File: src/pulse_tally_defines.svh
// Constants of the quadrature pulse counter: offsets, fields, codes.
`ifndef PULSE_TALLY_DEFINES_SVH
`define PULSE_TALLY_DEFINES_SVH

`define ADDR_W          8
`define OFS_CONFIG      8'h00
`define OFS_LOAD_VALUE  8'h04
`define OFS_LOAD_CMD    8'h08
`define OFS_COUNT       8'h0C
`define OFS_STATUS      8'h10

`define CFG_PHASE       0
`define CFG_DIR_SOURCE  1
`define CFG_DOWN        2
`define CFG_ENABLE      3
`define CFG_LOAD_SOURCE 4
`define CFG_CARRY_CLEAR 5
`define CFG_MULT_LO     8
`define CFG_MULT_HI     10
`define CMD_LOAD        0
`define STS_CARRY       0
`define STS_DONE        1
`define STS_RESULT_LO   8
`define STS_RESULT_HI   15

`define MULT_X1         3'h1
`define MULT_X2         3'h2
`define MULT_X4         3'h4
`define RESULT_OK       8'h00
`define RESULT_MULT_ERR 8'h02
`define RESULT_DISABLED 8'h04

`define COUNT_MAX       24'hFFFFFF
`define COUNT_ZERO      24'h000000
`define RESP_OKAY       2'h0
`define RESP_SLVERR     2'h2
`define PIN_A           0
`define PIN_B           1
`define PIN_LOAD        2
`define PIN_COUNT       3

`endif

File: src/pulse_tally_pkg.sv
// Types shared by the quadrature pulse counter design.
`include "pulse_tally_defines.svh"
package pulse_tally_pkg;

	typedef enum logic [1:0] {
		W_IDLE = 2'h0,
		W_EXEC = 2'h1,
		W_RESP = 2'h3
	} wr_state_e;

	typedef struct packed {
		wr_state_e               wr_st;
		logic                    aw_got;
		logic                    w_got;
		logic [`ADDR_W-1:0]      wr_addr;
		logic [31:0]             wr_data;
		logic [3:0]              wr_strb;
		logic [1:0]              bresp;
		logic                    rvalid;
		logic [31:0]             rdata;
		logic [1:0]              rresp;
		logic                    phase_sel;
		logic                    dir_source;
		logic                    down;
		logic                    count_enable;
		logic                    load_source;
		logic [2:0]              mult;
		logic [23:0]             load_value;
		logic [23:0]             present_value;
		logic                    carry_flag;
		logic                    done;
		logic [7:0]              result;
		logic [`PIN_COUNT-1:0]   pin_prev;
	} tally_state_s;

	function automatic logic [31:0] merge_bytes(input logic [31:0] old_word,
		input logic [31:0] new_word, input logic [3:0] strb);
		logic [31:0] res;
		res = old_word;
		for (int i = 0; i < 4; i++) begin
			if (strb[i]) begin
				res[i*8 +: 8] = new_word[i*8 +: 8];
			end
		end
		return res;
	endfunction : merge_bytes

endpackage : pulse_tally_pkg

File: src/pin_sync.sv
// Two-flip-flop synchroniser for asynchronous pin inputs.
module pin_sync #(
	parameter int WIDTH = 1
) (
	// Clock and reset
	input  wire logic             clock,
	input  wire logic             rst_n,
	// Pins in, synchronised levels out
	input  wire logic [WIDTH-1:0] pins,
	output logic      [WIDTH-1:0] synced
);

	typedef struct packed {
		logic [WIDTH-1:0] meta;
		logic [WIDTH-1:0] stable;
	} sync_s;

	sync_s st_ff;
	sync_s nxt_st;

	// First stage feeds only the second stage
	always_comb begin
		nxt_st        = st_ff;
		nxt_st.meta   = pins;
		nxt_st.stable = st_ff.meta;
	end

	always_ff @(posedge clock or negedge rst_n) begin
		if (!rst_n) begin
			st_ff <= '0;
		end else begin
			st_ff <= nxt_st;
		end
	end

	assign synced = st_ff.stable;

endmodule : pin_sync

File: src/quadrature_pulse_counter.sv
// Quadrature pulse counter with an AXI4-Lite register slave.
//
// The AXI4-Lite slave port and the register offsets were chosen for this implementation.
`include "pulse_tally_defines.svh"
module quadrature_pulse_counter
	import pulse_tally_pkg::*;
(
	// Clock and reset
	input  wire logic               clock,
	input  wire logic               rst_n,
	// Encoder and load pins
	input  wire logic               phase_a,
	input  wire logic               phase_b,
	input  wire logic               load_pin,
	// AXI4-Lite write address
	input  wire logic [`ADDR_W-1:0] awaddr,
	input  wire logic               awvalid,
	output logic                    awready,
	// AXI4-Lite write data
	input  wire logic [31:0]        wdata,
	input  wire logic [3:0]         wstrb,
	input  wire logic               wvalid,
	output logic                    wready,
	// AXI4-Lite write response
	output logic [1:0]              bresp,
	output logic                    bvalid,
	input  wire logic               bready,
	// AXI4-Lite read address
	input  wire logic [`ADDR_W-1:0] araddr,
	input  wire logic               arvalid,
	output logic                    arready,
	// AXI4-Lite read data
	output logic [31:0]             rdata,
	output logic [1:0]              rresp,
	output logic                    rvalid,
	input  wire logic               rready,
	// Status levels
	output logic                    carry_flag,
	output logic                    config_done
);

	tally_state_s            st_ff;
	tally_state_s            nxt_st;
	logic [`PIN_COUNT-1:0]   pins_synced;

	// Pins cross into the clock domain before any decode
	pin_sync #(
		.WIDTH (`PIN_COUNT)
	) u_pin_sync (
		.clock  (clock),
		.rst_n  (rst_n),
		.pins   ({load_pin, phase_b, phase_a}),
		.synced (pins_synced)
	);

	// Handshake outputs straight from state
	assign awready     = (st_ff.wr_st == W_IDLE) && !st_ff.aw_got;
	assign wready      = (st_ff.wr_st == W_IDLE) && !st_ff.w_got;
	assign bvalid      = (st_ff.wr_st == W_RESP);
	assign bresp       = st_ff.bresp;
	assign arready     = !st_ff.rvalid;
	assign rvalid      = st_ff.rvalid;
	assign rdata       = st_ff.rdata;
	assign rresp       = st_ff.rresp;
	assign carry_flag  = st_ff.carry_flag;
	assign config_done = st_ff.done;

	always_comb begin
		logic [31:0]         cfg_image;
		logic [31:0]         wr_word;
		logic [31:0]         rd_word;
		logic [`ADDR_W-1:0]  wr_ofs;
		logic [`ADDR_W-1:0]  rd_ofs;
		logic                rd_hit;
		logic                wr_hit;
		logic                cfg_wr;
		logic                cfg_ok;
		logic                clear_req;
		logic                sw_load;
		logic                load_evt;
		logic                a_rise;
		logic                a_edge;
		logic                b_edge;
		logic                ext_rise;
		logic                step;
		logic                up;
		logic                quad_up;
		logic                sw_req;
		logic [31:0]         sts_image;

		cfg_image = 32'h0;
		wr_word   = 32'h0;
		rd_word   = 32'h0;
		wr_ofs    = {st_ff.wr_addr[`ADDR_W-1:2], 2'h0};
		rd_ofs    = {araddr[`ADDR_W-1:2], 2'h0};
		rd_hit    = 1'b0;
		wr_hit    = 1'b0;
		cfg_wr    = 1'b0;
		cfg_ok    = 1'b0;
		clear_req = 1'b0;
		sw_load   = 1'b0;
		load_evt  = 1'b0;
		step      = 1'b0;
		up        = 1'b0;
		quad_up   = 1'b0;
		sw_req    = 1'b0;
		sts_image = 32'h0;
		nxt_st    = st_ff;

		// Config word as software sees it; carry clear reads as zero
		cfg_image[`CFG_PHASE]                   = st_ff.phase_sel;
		cfg_image[`CFG_DIR_SOURCE]              = st_ff.dir_source;
		cfg_image[`CFG_DOWN]                    = st_ff.down;
		cfg_image[`CFG_ENABLE]                  = st_ff.count_enable;
		cfg_image[`CFG_LOAD_SOURCE]             = st_ff.load_source;
		cfg_image[`CFG_MULT_HI:`CFG_MULT_LO]    = st_ff.mult;

		// Status word; done and result are shared by config writes and software loads
		sts_image[`STS_CARRY]                    = st_ff.carry_flag;
		sts_image[`STS_DONE]                     = st_ff.done;
		sts_image[`STS_RESULT_HI:`STS_RESULT_LO] = st_ff.result;

		// Write channel collection, either order
		case (st_ff.wr_st)
			W_IDLE: begin
				if (awvalid && !st_ff.aw_got) begin
					nxt_st.aw_got  = 1'b1;
					nxt_st.wr_addr = awaddr;
				end
				if (wvalid && !st_ff.w_got) begin
					nxt_st.w_got   = 1'b1;
					nxt_st.wr_data = wdata;
					nxt_st.wr_strb = wstrb;
				end
				if (nxt_st.aw_got && nxt_st.w_got) begin
					nxt_st.wr_st = W_EXEC;
				end
			end

			W_EXEC: begin
				nxt_st.aw_got = 1'b0;
				nxt_st.w_got  = 1'b0;
				nxt_st.wr_st  = W_RESP;
				nxt_st.bresp  = `RESP_OKAY;
				case (wr_ofs)
					`OFS_CONFIG: begin
						wr_hit = 1'b1;
						cfg_wr = 1'b1;
					end
					`OFS_LOAD_VALUE: begin
						wr_hit = 1'b1;
						wr_word = merge_bytes({8'h00, st_ff.load_value}, st_ff.wr_data, st_ff.wr_strb);
						nxt_st.load_value = wr_word[23:0];
					end
					`OFS_LOAD_CMD: begin
						wr_hit  = 1'b1;
						sw_load = st_ff.wr_strb[0] && st_ff.wr_data[`CMD_LOAD];
					end
					// Read-only registers take writes silently
					`OFS_COUNT,
					`OFS_STATUS: begin
						wr_hit = 1'b1;
					end
					default: begin
						wr_hit = 1'b0;
					end
				endcase
				if (!wr_hit) begin
					nxt_st.bresp = `RESP_SLVERR;
				end
			end

			W_RESP: begin
				if (bready) begin
					nxt_st.wr_st = W_IDLE;
				end
			end

			default: begin
				nxt_st.wr_st  = W_IDLE;
				nxt_st.aw_got = 1'b0;
				nxt_st.w_got  = 1'b0;
			end
		endcase

		// Configuration write executes the whole block at once
		if (cfg_wr) begin
			wr_word = merge_bytes(cfg_image, st_ff.wr_data, st_ff.wr_strb);
			cfg_ok  = 1'b1;
			// Bad factor matters only when two-phase is chosen
			if (wr_word[`CFG_PHASE] &&
				(wr_word[`CFG_MULT_HI:`CFG_MULT_LO] != `MULT_X1) &&
				(wr_word[`CFG_MULT_HI:`CFG_MULT_LO] != `MULT_X2) &&
				(wr_word[`CFG_MULT_HI:`CFG_MULT_LO] != `MULT_X4)) begin
				cfg_ok = 1'b0;
			end
			if (cfg_ok) begin
				nxt_st.phase_sel    = wr_word[`CFG_PHASE];
				nxt_st.dir_source   = wr_word[`CFG_DIR_SOURCE];
				nxt_st.down         = wr_word[`CFG_DOWN];
				nxt_st.count_enable = wr_word[`CFG_ENABLE];
				nxt_st.load_source  = wr_word[`CFG_LOAD_SOURCE];
				nxt_st.mult         = wr_word[`CFG_MULT_HI:`CFG_MULT_LO];
				clear_req           = wr_word[`CFG_CARRY_CLEAR];
				nxt_st.done         = 1'b1;
				nxt_st.result       = `RESULT_OK;
			end else begin
				nxt_st.done   = 1'b0;
				nxt_st.result = `RESULT_MULT_ERR;
			end
		end

		// Previous levels reset low like idle pins, so reset makes no edge
		// Edge decode on synchronised pins
		a_rise   = pins_synced[`PIN_A] && !st_ff.pin_prev[`PIN_A];
		a_edge   = pins_synced[`PIN_A] ^ st_ff.pin_prev[`PIN_A];
		b_edge   = pins_synced[`PIN_B] ^ st_ff.pin_prev[`PIN_B];
		ext_rise = pins_synced[`PIN_LOAD] && !st_ff.pin_prev[`PIN_LOAD];
		nxt_st.pin_prev = pins_synced;

		// Quadrature direction: A now against B one sample back
		quad_up = pins_synced[`PIN_A] ^ st_ff.pin_prev[`PIN_B];

		// One sample per clock far outruns the input rate
		if (!st_ff.phase_sel) begin
			step = a_rise;
			if (st_ff.dir_source) begin
				up = pins_synced[`PIN_B];
			end else begin
				up = !st_ff.down;
			end
		end else begin
			up = quad_up;
			case (st_ff.mult)
				`MULT_X1: step = a_rise;
				`MULT_X2: step = a_edge;
				// Both phases changing at once is illegal and dropped
				`MULT_X4: step = a_edge ^ b_edge;
				default:  step = 1'b0;
			endcase
		end

		// Software strobe is ignored while the pin owns the load
		sw_req = sw_load && !st_ff.load_source;

		// Load request by the selected source only
		if (st_ff.load_source) begin
			load_evt = ext_rise;
		end else begin
			load_evt = sw_req;
		end

		// Carry clear first so a same-cycle wrap survives
		if (clear_req) begin
			nxt_st.carry_flag = 1'b0;
		end

		// Enable low wins over any load or step
		if (!st_ff.count_enable) begin
			nxt_st.present_value = `COUNT_ZERO;
			if (sw_req) begin
				nxt_st.done   = 1'b0;
				nxt_st.result = `RESULT_DISABLED;
			end
		end else if (load_evt) begin
			nxt_st.present_value = st_ff.load_value;
			nxt_st.carry_flag    = 1'b0;
			if (sw_req) begin
				nxt_st.done   = 1'b1;
				nxt_st.result = `RESULT_OK;
			end
		end else if (step) begin
			// Count wraps within 24 bits
			if (up) begin
				if (st_ff.present_value == `COUNT_MAX) begin
					nxt_st.present_value = `COUNT_ZERO;
					nxt_st.carry_flag    = 1'b1;
				end else begin
					nxt_st.present_value = st_ff.present_value + 24'h000001;
				end
			end else begin
				if (st_ff.present_value == `COUNT_ZERO) begin
					nxt_st.present_value = `COUNT_MAX;
					nxt_st.carry_flag    = 1'b1;
				end else begin
					nxt_st.present_value = st_ff.present_value - 24'h000001;
				end
			end
		end

		// Read channel, one outstanding read; low address bits are ignored
		case (rd_ofs)
			`OFS_CONFIG: begin
				rd_hit  = 1'b1;
				rd_word = cfg_image;
			end

			`OFS_LOAD_VALUE: begin
				rd_hit  = 1'b1;
				rd_word = {8'h00, st_ff.load_value};
			end

			`OFS_LOAD_CMD: begin
				rd_hit  = 1'b1;
				rd_word = 32'h0;
			end

			`OFS_COUNT: begin
				rd_hit  = 1'b1;
				rd_word = {8'h00, st_ff.present_value};
			end

			`OFS_STATUS: begin
				rd_hit  = 1'b1;
				rd_word = sts_image;
			end

			default: begin
				rd_hit  = 1'b0;
				rd_word = 32'h0;
			end
		endcase

		// Data is captured once and stands until rready
		if (st_ff.rvalid) begin
			if (rready) begin
				nxt_st.rvalid = 1'b0;
			end
		end else if (arvalid) begin
			nxt_st.rvalid = 1'b1;
			nxt_st.rdata  = rd_word;
			nxt_st.rresp  = rd_hit ? `RESP_OKAY : `RESP_SLVERR;
		end
	end

	always_ff @(posedge clock or negedge rst_n) begin
		if (!rst_n) begin
			st_ff      <= '0;
			st_ff.mult <= `MULT_X1;
		end else begin
			st_ff <= nxt_st;
		end
	end

endmodule : quadrature_pulse_counter

File: config.mk
export PLATFORM = sky130hd
export DESIGN_NAME = quadrature_pulse_counter
export DESIGN_NICKNAME = d
export VERILOG_FILES = /design/src/pulse_tally_pkg.sv /design/src/pin_sync.sv /design/src/quadrature_pulse_counter.sv
export VERILOG_INCLUDE_DIRS = /design/src /design/src/src
export SDC_FILE = /design/constraint.sdc
export NUM_CORES = 1
export LEC_CHECK = 0
export ABC_AREA = 0
export BUFFER_PORTS_ARGS = -buffer_cell sky130_fd_sc_hd__buf_2
export CAP_MARGIN = 15
export CORE_AREA = 2 2 121 123
export DETAILED_ROUTE_END_ITERATION = 8
export DIE_AREA = 0 0 123 125
export GPL_TIMING_DRIVEN = 0
export MAX_ROUTING_LAYER = met4
export PLACE_DENSITY = 0.88
export SYNTH_ARGS = -nofsm -noshare
export SYNTH_HDL_FRONTEND = slang
export SYNTH_SLANG_ARGS = --single-unit
File: constraint.sdc
create_clock -name clock -period 2.9 [get_ports clock]
set_input_delay 0.29 -clock clock [delete_from_list [all_inputs] [get_ports clock]]
set_output_delay 0.29 -clock clock [all_outputs]
set_load 0.03 [all_outputs]
==> results of run 1 <==
[kinds of logic after synthesis]
logic type	Yosys count
mux	68
fa+ha+maj	4
other cells	1
xor+xnor	10
flops	139
simple gates	221
compound gates	186
buf+inv	106
[state kept, by name, indices dropped and copies added (netlist names)]
name,flops
rvalid,1
st_ff,104
config_done,1
rdata,24
u_pin_sync.synced,3
u_pin_sync.nxt_st,3
rresp,1
bresp,1
carry_flag,1
[layer usage]
metal  GRT usage, %  share of wire [%]  vias up
met5              -                  0        -
met4           12.2                3.7        0
met3           7.16                7.9       65
met2           47.1                 48      344
met1           38.9                 40     3193
li1               -                  -     2923
[stage by stage]
step                instance area [um^2]  utilization (%)  instances
detailed placement                  8350             58.8       1009
CTS                                 9050             63.7       1045
finish                              9070             63.8       1045
global route                        9070             63.8       1045
floorplan                           7690                -        744
global placement                    8320             58.6       1008
[worst reg2reg max path, delay by kind of cell (launching register included)]
family / cells / cell delay, ns
buffers and inverters: 1 / 0.34
and+or+nand+nor: 3 / 1.00
AOI/OAI and AO/OA: 2 / 0.51
adders and majority gates: 1 / 0.26
DFF: 1 / 0.47
[synthesized netlist by cell type, types with 4 or more instances]
cell type  instances
o22ai_1           15
ha_1               4
nor3_1            14
a22oi_1           31
dfrtp_1          138
nand2_1           53
o21ai_0           41
or3_1              9
and2_1            15
nand4_1           12
a21oi_1           21
buf_4             37
clkbuf_8           4
mux2_2            62
o31ai_1            7
inv_1             15
buf_6             10
nor4_1             7
a31oi_1            6
mux2i_1            6
clkbuf_1          22
o31a_1             4
a211oi_1           4
a22o_1             5
a222oi_1          10
xnor2_1            7
buf_2             12
nor4_4             5
nor2_1            36
o311ai_0           6
nand3_1           29
and3_1             9
[final cells by class]
class,count,area share [%]
clock inverters,14,2.37
repair buffers,85,5.23
clock buffers,18,4.84
well taps,184,2.54
multi-input cells,499,38.9
inverters,16,0.662
flip-flops and latches,139,38.4
plain buffers,90,7.02
[report_power, final]
| part | internal (mW) | total [mW] | switching, mW | leakage [nW] |
|---|---|---|---|---|
| combinational | 1.39 | 3.50 | 2.12 | 1.97 |
| clock | 1.55 | 2.43 | 0.881 | 0.317 |
| sequential | 2.38 | 2.81 | 0.422 | 1.82 |
| total | 5.32 | 8.74 | 3.42 | 4.11 |
[path summary, 6_finish.rpt]
path	start	to
worst max-delay path	st_ff[13]	st_ff[22]
worst min-delay path	rready	rvalid
worst max register to register	st_ff[13]	st_ff[22]
worst min register to register	u_pin_sync.nxt_st[2]	u_pin_sync.synced[2]
max in group asynchronous	rst_n	st_ff[5]
min in group asynchronous	rst_n	st_ff[18]
[repair_timing]
item / CTS / global route
endpoints found under the hold margin: 46 / 0
gates cloned: 0 / 0
endpoints found under the setup margin: 1 / 11
gates resized for setup: 1 / 2
buffers inserted: 0 / 0
hold buffers: 4 / 0
==> flow_summary_export.csv, run 1 <==
group,metric,value,unit
outcome,status,"complete, no violations",
sta,final.setup_skew,0.00763,ns
sta,fin_ws,0.167,ns
yosys,syn_area,7650,um^2
global_routing,grt.total_usage,30.6,%
yosys,synth_edf_count,0,
finish,diodes,0,
clock_tree,clk_latency,0.43,ns
clock_tree,htreeDepth,4,
sta,whs,0.0447,ns
sta,tns,0,ns
global_routing,grt.overflow.total,0,
floorplan,io_pins,105,
sta,hold_viol_final,0,
setup_path,cp_max_fo,10,
route,drt-initial-drc-count,625,
clock_tree,clkTransAtPathRegs,0.06,ns
floorplan,die-area,15400,um^2
clock_tree,cts_tree,"built",
setup_path,worstRegToRegCells,7,
route,drt_pass1_iterations,5,
yosys,yosysWarnings,0,
placed_design,dpl.hpwl,15.4,mm
setup_path,r2r_setup_slack,0.17,ns
flow_run,maxCapViolCount,0,
sta,setup_viol,0,
finish,multiInputGateArea,3530,um^2
yosys,synth_top_family_by_area,"compound AO/OA/AOI/OAI gates",
floorplan,num_rows,44,
finish,layout_common_cells,"138 x dfrtp_1, 91 x buf_2, 62 x mux2_2, 53 x nand2_1, 41 x o21ai_0",
sta,post-route-min-period,2.73,ns
clock_tree,cts.sinks,139,
yosys,synthArstFlopShare,100,%
floorplan,core,14200,um^2
clock_tree,root_buffer,"clkbuf_16",
power_and_ir_drop,p_per_area,964,nW/um^2
route,wl_per_cell,21.1,um
power_and_ir_drop,power_leakage,4.11,nW
route,drc,0,
sta,rsz0062_at_grt,"false",
yosys,ys_ff_latch,139,
yosys,synth_area_leaders,"dfrtp_1 45%, mux2_2 9.1%, buf_4 3.6%, a22oi_1 3.0%, o21ai_0 2.7%",
yosys,yosys.area_share.simple,16.6,%
yosys,synthFlopType,"dfrtp_1",
sta,worst_slew_pin_slew,0.825,ns
finish,fin_nets,914,
finish,final_common_cell,"dfrtp_1",
hold_path,whs_path_depth,2,
yosys,yosys.area_share.xor_xnor,1.14,%
hold_path,hold_path_class,"input pin to register",
route,wl,22.0,mm
setup_path,critical_path_required,3.18,ns
setup_path,worstPathArrival,3.01,ns
yosys,synth.distinct_cells,79,
clock_tree,cts_made_buffers,17,
yosys,synth.largest_area_cell,"dfrtp_1",
placed_design,port_buffers,80,
setup_path,path_cells,"ha_1 > nand4_1 > nor3_4 > nand4_1 > o211ai_4 > buf_2 > o22ai_1",
yosys,synth_compound_area_share,17.1,%
finish,seq_area,3480,um^2
floorplan,fp.dieW,123,um
setup_path,cp_common_cell,"nand4_1",
setup_path,endpoint_kind,"register",
finish,final.fill_count,1121,
yosys,syn_area_per_cell,10.4,um^2
route,routed_via_density,6.24,
setup_path,cp_slowest_cell,"dfrtp_1",
route,vias,6525,
yosys,synthAdderAreaFrac,0.654,%
finish,area_growth,18.5,%
setup_path,path_buf_inv,1,
yosys,netlist_instances,735,
setup_path,worst_path_dominant_cell_family,"simple AND/OR/NAND/NOR gates",
placed_design,place_congestion,1.00,
finish,drive_above_1_share,30.9,%
power_and_ir_drop,power,8.74,mW
setup_path,crit_cells,7,
route,ant_nets,0,
setup_path,slowest_delay,0.47,ns
power_and_ir_drop,ir_drop,0.835,mV
sta,slew_violations,0,
sta,slew_headroom,44.7,%
floorplan,initial_core_util,53.9,%
global_routing,grt_first_pass_wirelength,34.7,mm
setup_path,path_class,"register to register",
floorplan,die_y,125,um
global_routing,first_global_vias,6410,
global_routing,grt_start_max_net_pins,96,
sta,fmax,0.366,GHz
placed_design,preCtsSetupSlack,0.0569,ns
setup_path,critPathLaunchType,"register",
clock_tree,cts.path.max_buffers,2,
sta,period_share,94.3,%
yosys,synth_mux_area_share,9.91,%
yosys,yosysTopAreaCellShare,45.1,%
yosys,ys_seq_area_share,45.5,%
global_routing,antenna_found_initial,0,
Note: power is estimated with default switching activity, not from simulation.
==> inputs of run 2 (changes only) <==
--- a/config.mk
+++ b/config.mk
@@ -9,12 +9,12 @@
 export ABC_AREA = 0
 export BUFFER_PORTS_ARGS = -buffer_cell sky130_fd_sc_hd__buf_2
 export CAP_MARGIN = 15
-export CORE_AREA = 2 2 121 123
+export CORE_AREA = 2 2 127 129
 export DETAILED_ROUTE_END_ITERATION = 8
-export DIE_AREA = 0 0 123 125
+export DIE_AREA = 0 0 129 131
 export GPL_TIMING_DRIVEN = 0
 export MAX_ROUTING_LAYER = met4
-export PLACE_DENSITY = 0.88
+export PLACE_DENSITY = 0.82
 export SYNTH_ARGS = -nofsm -noshare
 export SYNTH_HDL_FRONTEND = slang
 export SYNTH_SLANG_ARGS = --single-unit
==> constraint.sdc (replaced) <==
create_clock -name clock -period 3.1 [get_ports clock]
set_input_delay 0.31 -clock clock [delete_from_list [all_inputs] [get_ports clock]]
set_output_delay 0.31 -clock clock [all_outputs]
set_load 0.03 [all_outputs]
==> flow_summary_export.csv, run 2 (synthesized netlist as in run 1, its figures left out) <==
group,metric,value,unit
global_routing,grt_first_pass_wirelength,34.8,mm
floorplan,io_pins,105,
clock_tree,cts_tree,"built",
setup_path,path_class,"register to register",
setup_path,critical_path_required,3.37,ns
placed_design,port_buffers,80,
power_and_ir_drop,p_per_area,882,nW/um^2
floorplan,initial_core_util,49.1,%
sta,rsz0062_at_grt,"false",
setup_path,worstPathArrival,3.14,ns
hold_path,worstHoldStart,"rready",
route,vias,6476,
finish,drive_above_1_share,30.5,%
finish,design_area,9040,um^2
sta,worst_slew_pin_slew,0.793,ns
floorplan,num_rows,46,
placed_design,place_congestion,0.966,
sta,period_share,92.6,%
sta,post-route-min-period,2.87,ns
sta,fmax,0.348,GHz
power_and_ir_drop,power_leakage,4.09,nW
sta,setup_viol,0,
power_and_ir_drop,clkPwrFrac,25.9,%
finish,fin_cells,1077,
route,drt-initial-drc-count,886,
power_and_ir_drop,comb_power_share,41.3,%
setup_path,cp_common_cell,"nand3_1",
placed_design,preCtsSetupSlack,0.170,ns
clock_tree,cts_made_buffers,17,
sta,fin_ws,0.228,ns
outcome,status,"complete, no violations",
clock_tree,cts.path.max_buffers,2,
sta,slew_violations,0,
flow_run,maxCapViolCount,0,
clock_tree,cts.sinks,139,
finish,largest_reg_flops,104,
global_routing,grt.total_usage,27.8,%
setup_path,cp_max_fo,10,
route,drt_pass1_iterations,8,
floorplan,fp.dieW,129,um
sta,slew_headroom,46.8,%
power_and_ir_drop,p_int,4.80,mW
sta,final.setup_skew,0.0108,ns
route,drc,0,
finish,area_growth,18.1,%
clock_tree,root_buffer,"clkbuf_16",
setup_path,endpoint_kind,"register",
route,wl_per_cell,20.5,um
route,wl,22.0,mm
finish,fin_nets,914,
finish,regMostFlops,"st_ff",
global_routing,grt_start_max_net_pins,85,
route,ant_nets,0,
setup_path,cp_slowest_cell,"nor3_1",
hold_path,hold_path_class,"input pin to register",
finish,diodes,0,
setup_path,r2r_start,"st_ff[28]",
global_routing,grt.overflow.total,0,
setup_path,slowest_delay,0.64,ns
route,routed_via_density,6.01,
finish,final_common_cell,"dfrtp_1",
sta,hold_viol_final,0,
clock_tree,htreeDepth,4,
finish,final_core_util,57.9,%
power_and_ir_drop,seq_power_share,32.8,%
placed_design,dpl_cell_area,8390,um^2
finish,final.fill_count,1316,
finish,layout_common_cells,"138 x dfrtp_1, 91 x buf_2, 62 x mux2_2, 53 x nand2_1, 41 x o21ai_0",
global_routing,first_global_vias,6220,
setup_path,critPathLaunchType,"register",
clock_tree,clk_latency,0.42,ns
setup_path,cp-startpoint,"st_ff[28]",
power_and_ir_drop,switching_power,3.16,mW
sta,whs,0.0786,ns
power_and_ir_drop,swShare,39.7,%
clock_tree,clkTransAtPathRegs,0.06,ns
floorplan,core,15600,um^2
global_routing,antenna_found_initial,0,
setup_path,path_cells,"clkbuf_1 > nand3_1 > nor3_1 > nand3_1 > o211ai_2 > buf_2 > o22ai_1",
floorplan,die_y,131,um
setup_path,worst_path_dominant_cell_family,"simple AND/OR/NAND/NOR gates",
placed_design,dpl.hpwl,15.6,mm
floorplan,die-area,16900,um^2
setup_path,path_buf_inv,2,
power_and_ir_drop,ir_drop,0.578,mV
placed_design,dp.cells,1041,
==> run 2: area by class of cell <==
type                            count  area [um^2]  share of cell area (%)
Buffer                             90          637                    7.05
Clock buffer                       23          488                    5.40
Clock inverter                      9          110                    1.22
Inverter                           16         60.1                   0.665
Multi-Input combinational cell    499         3520                    38.9
Sequential cell                   139         3480                    38.5
Tap cell                          216          270                    2.99
Timing Repair Buffer               85          474                    5.25
==> run 2: layer usage <==
| metal | GRT usage [%] | wire (um) | up-vias |
|---|---|---|---|
| met5 | - | 0 | - |
| met4 | 11.3 | 839 | 0 |
| met3 | 6.11 | 1530 | 55 |
| met2 | 42.7 | 10400 | 314 |
| met1 | 35.9 | 9230 | 3191 |
| li1 | - | - | 2916 |
==> run 2: worst paths after layout <==
| path | to | slack (ns) | depth (start not counted) |
|---|---|---|---|
| hold reg to reg | u_pin_sync.synced[1] | 0.36 | 0 |
| max in group asynchronous | st_ff[42] | 1.89 | 3 |
| setup / recovery | st_ff[36] | 0.23 | 7 |
| min in group asynchronous | st_ff[18] | 0.42 | 2 |
| hold / removal | rvalid | 0.08 | 2 |
| setup reg to reg | st_ff[36] | 0.23 | 7 |
==> run 2: stage by stage <==
stage                     power, mW  setup TNS (ns)
after floorplan                4.82               0
after global placement         5.77          -33.90
after detailed placement       5.82               0
after CTS                      7.91               0
after global routing           8.36               0
final                          7.97               0
==> run 2: power groups by stage <==
stage / registers, mW / logic [mW] / clock network (mW)
after floorplan: 2.50 / 2.32 / 0
final: 2.61 / 3.29 / 2.07
after CTS: 2.60 / 3.21 / 2.09
after global placement: 2.61 / 3.16 / 0
after global routing: 2.66 / 3.54 / 2.17
after detailed placement: 2.63 / 3.19 / 0
==> run 2: repair_timing <==
action,in CTS,in global routing
endpoints found under the setup margin,0,4
setup buffers,0,0
hold endpoints to repair,57,0
hold buffers,4,0
resized for setup,0,1
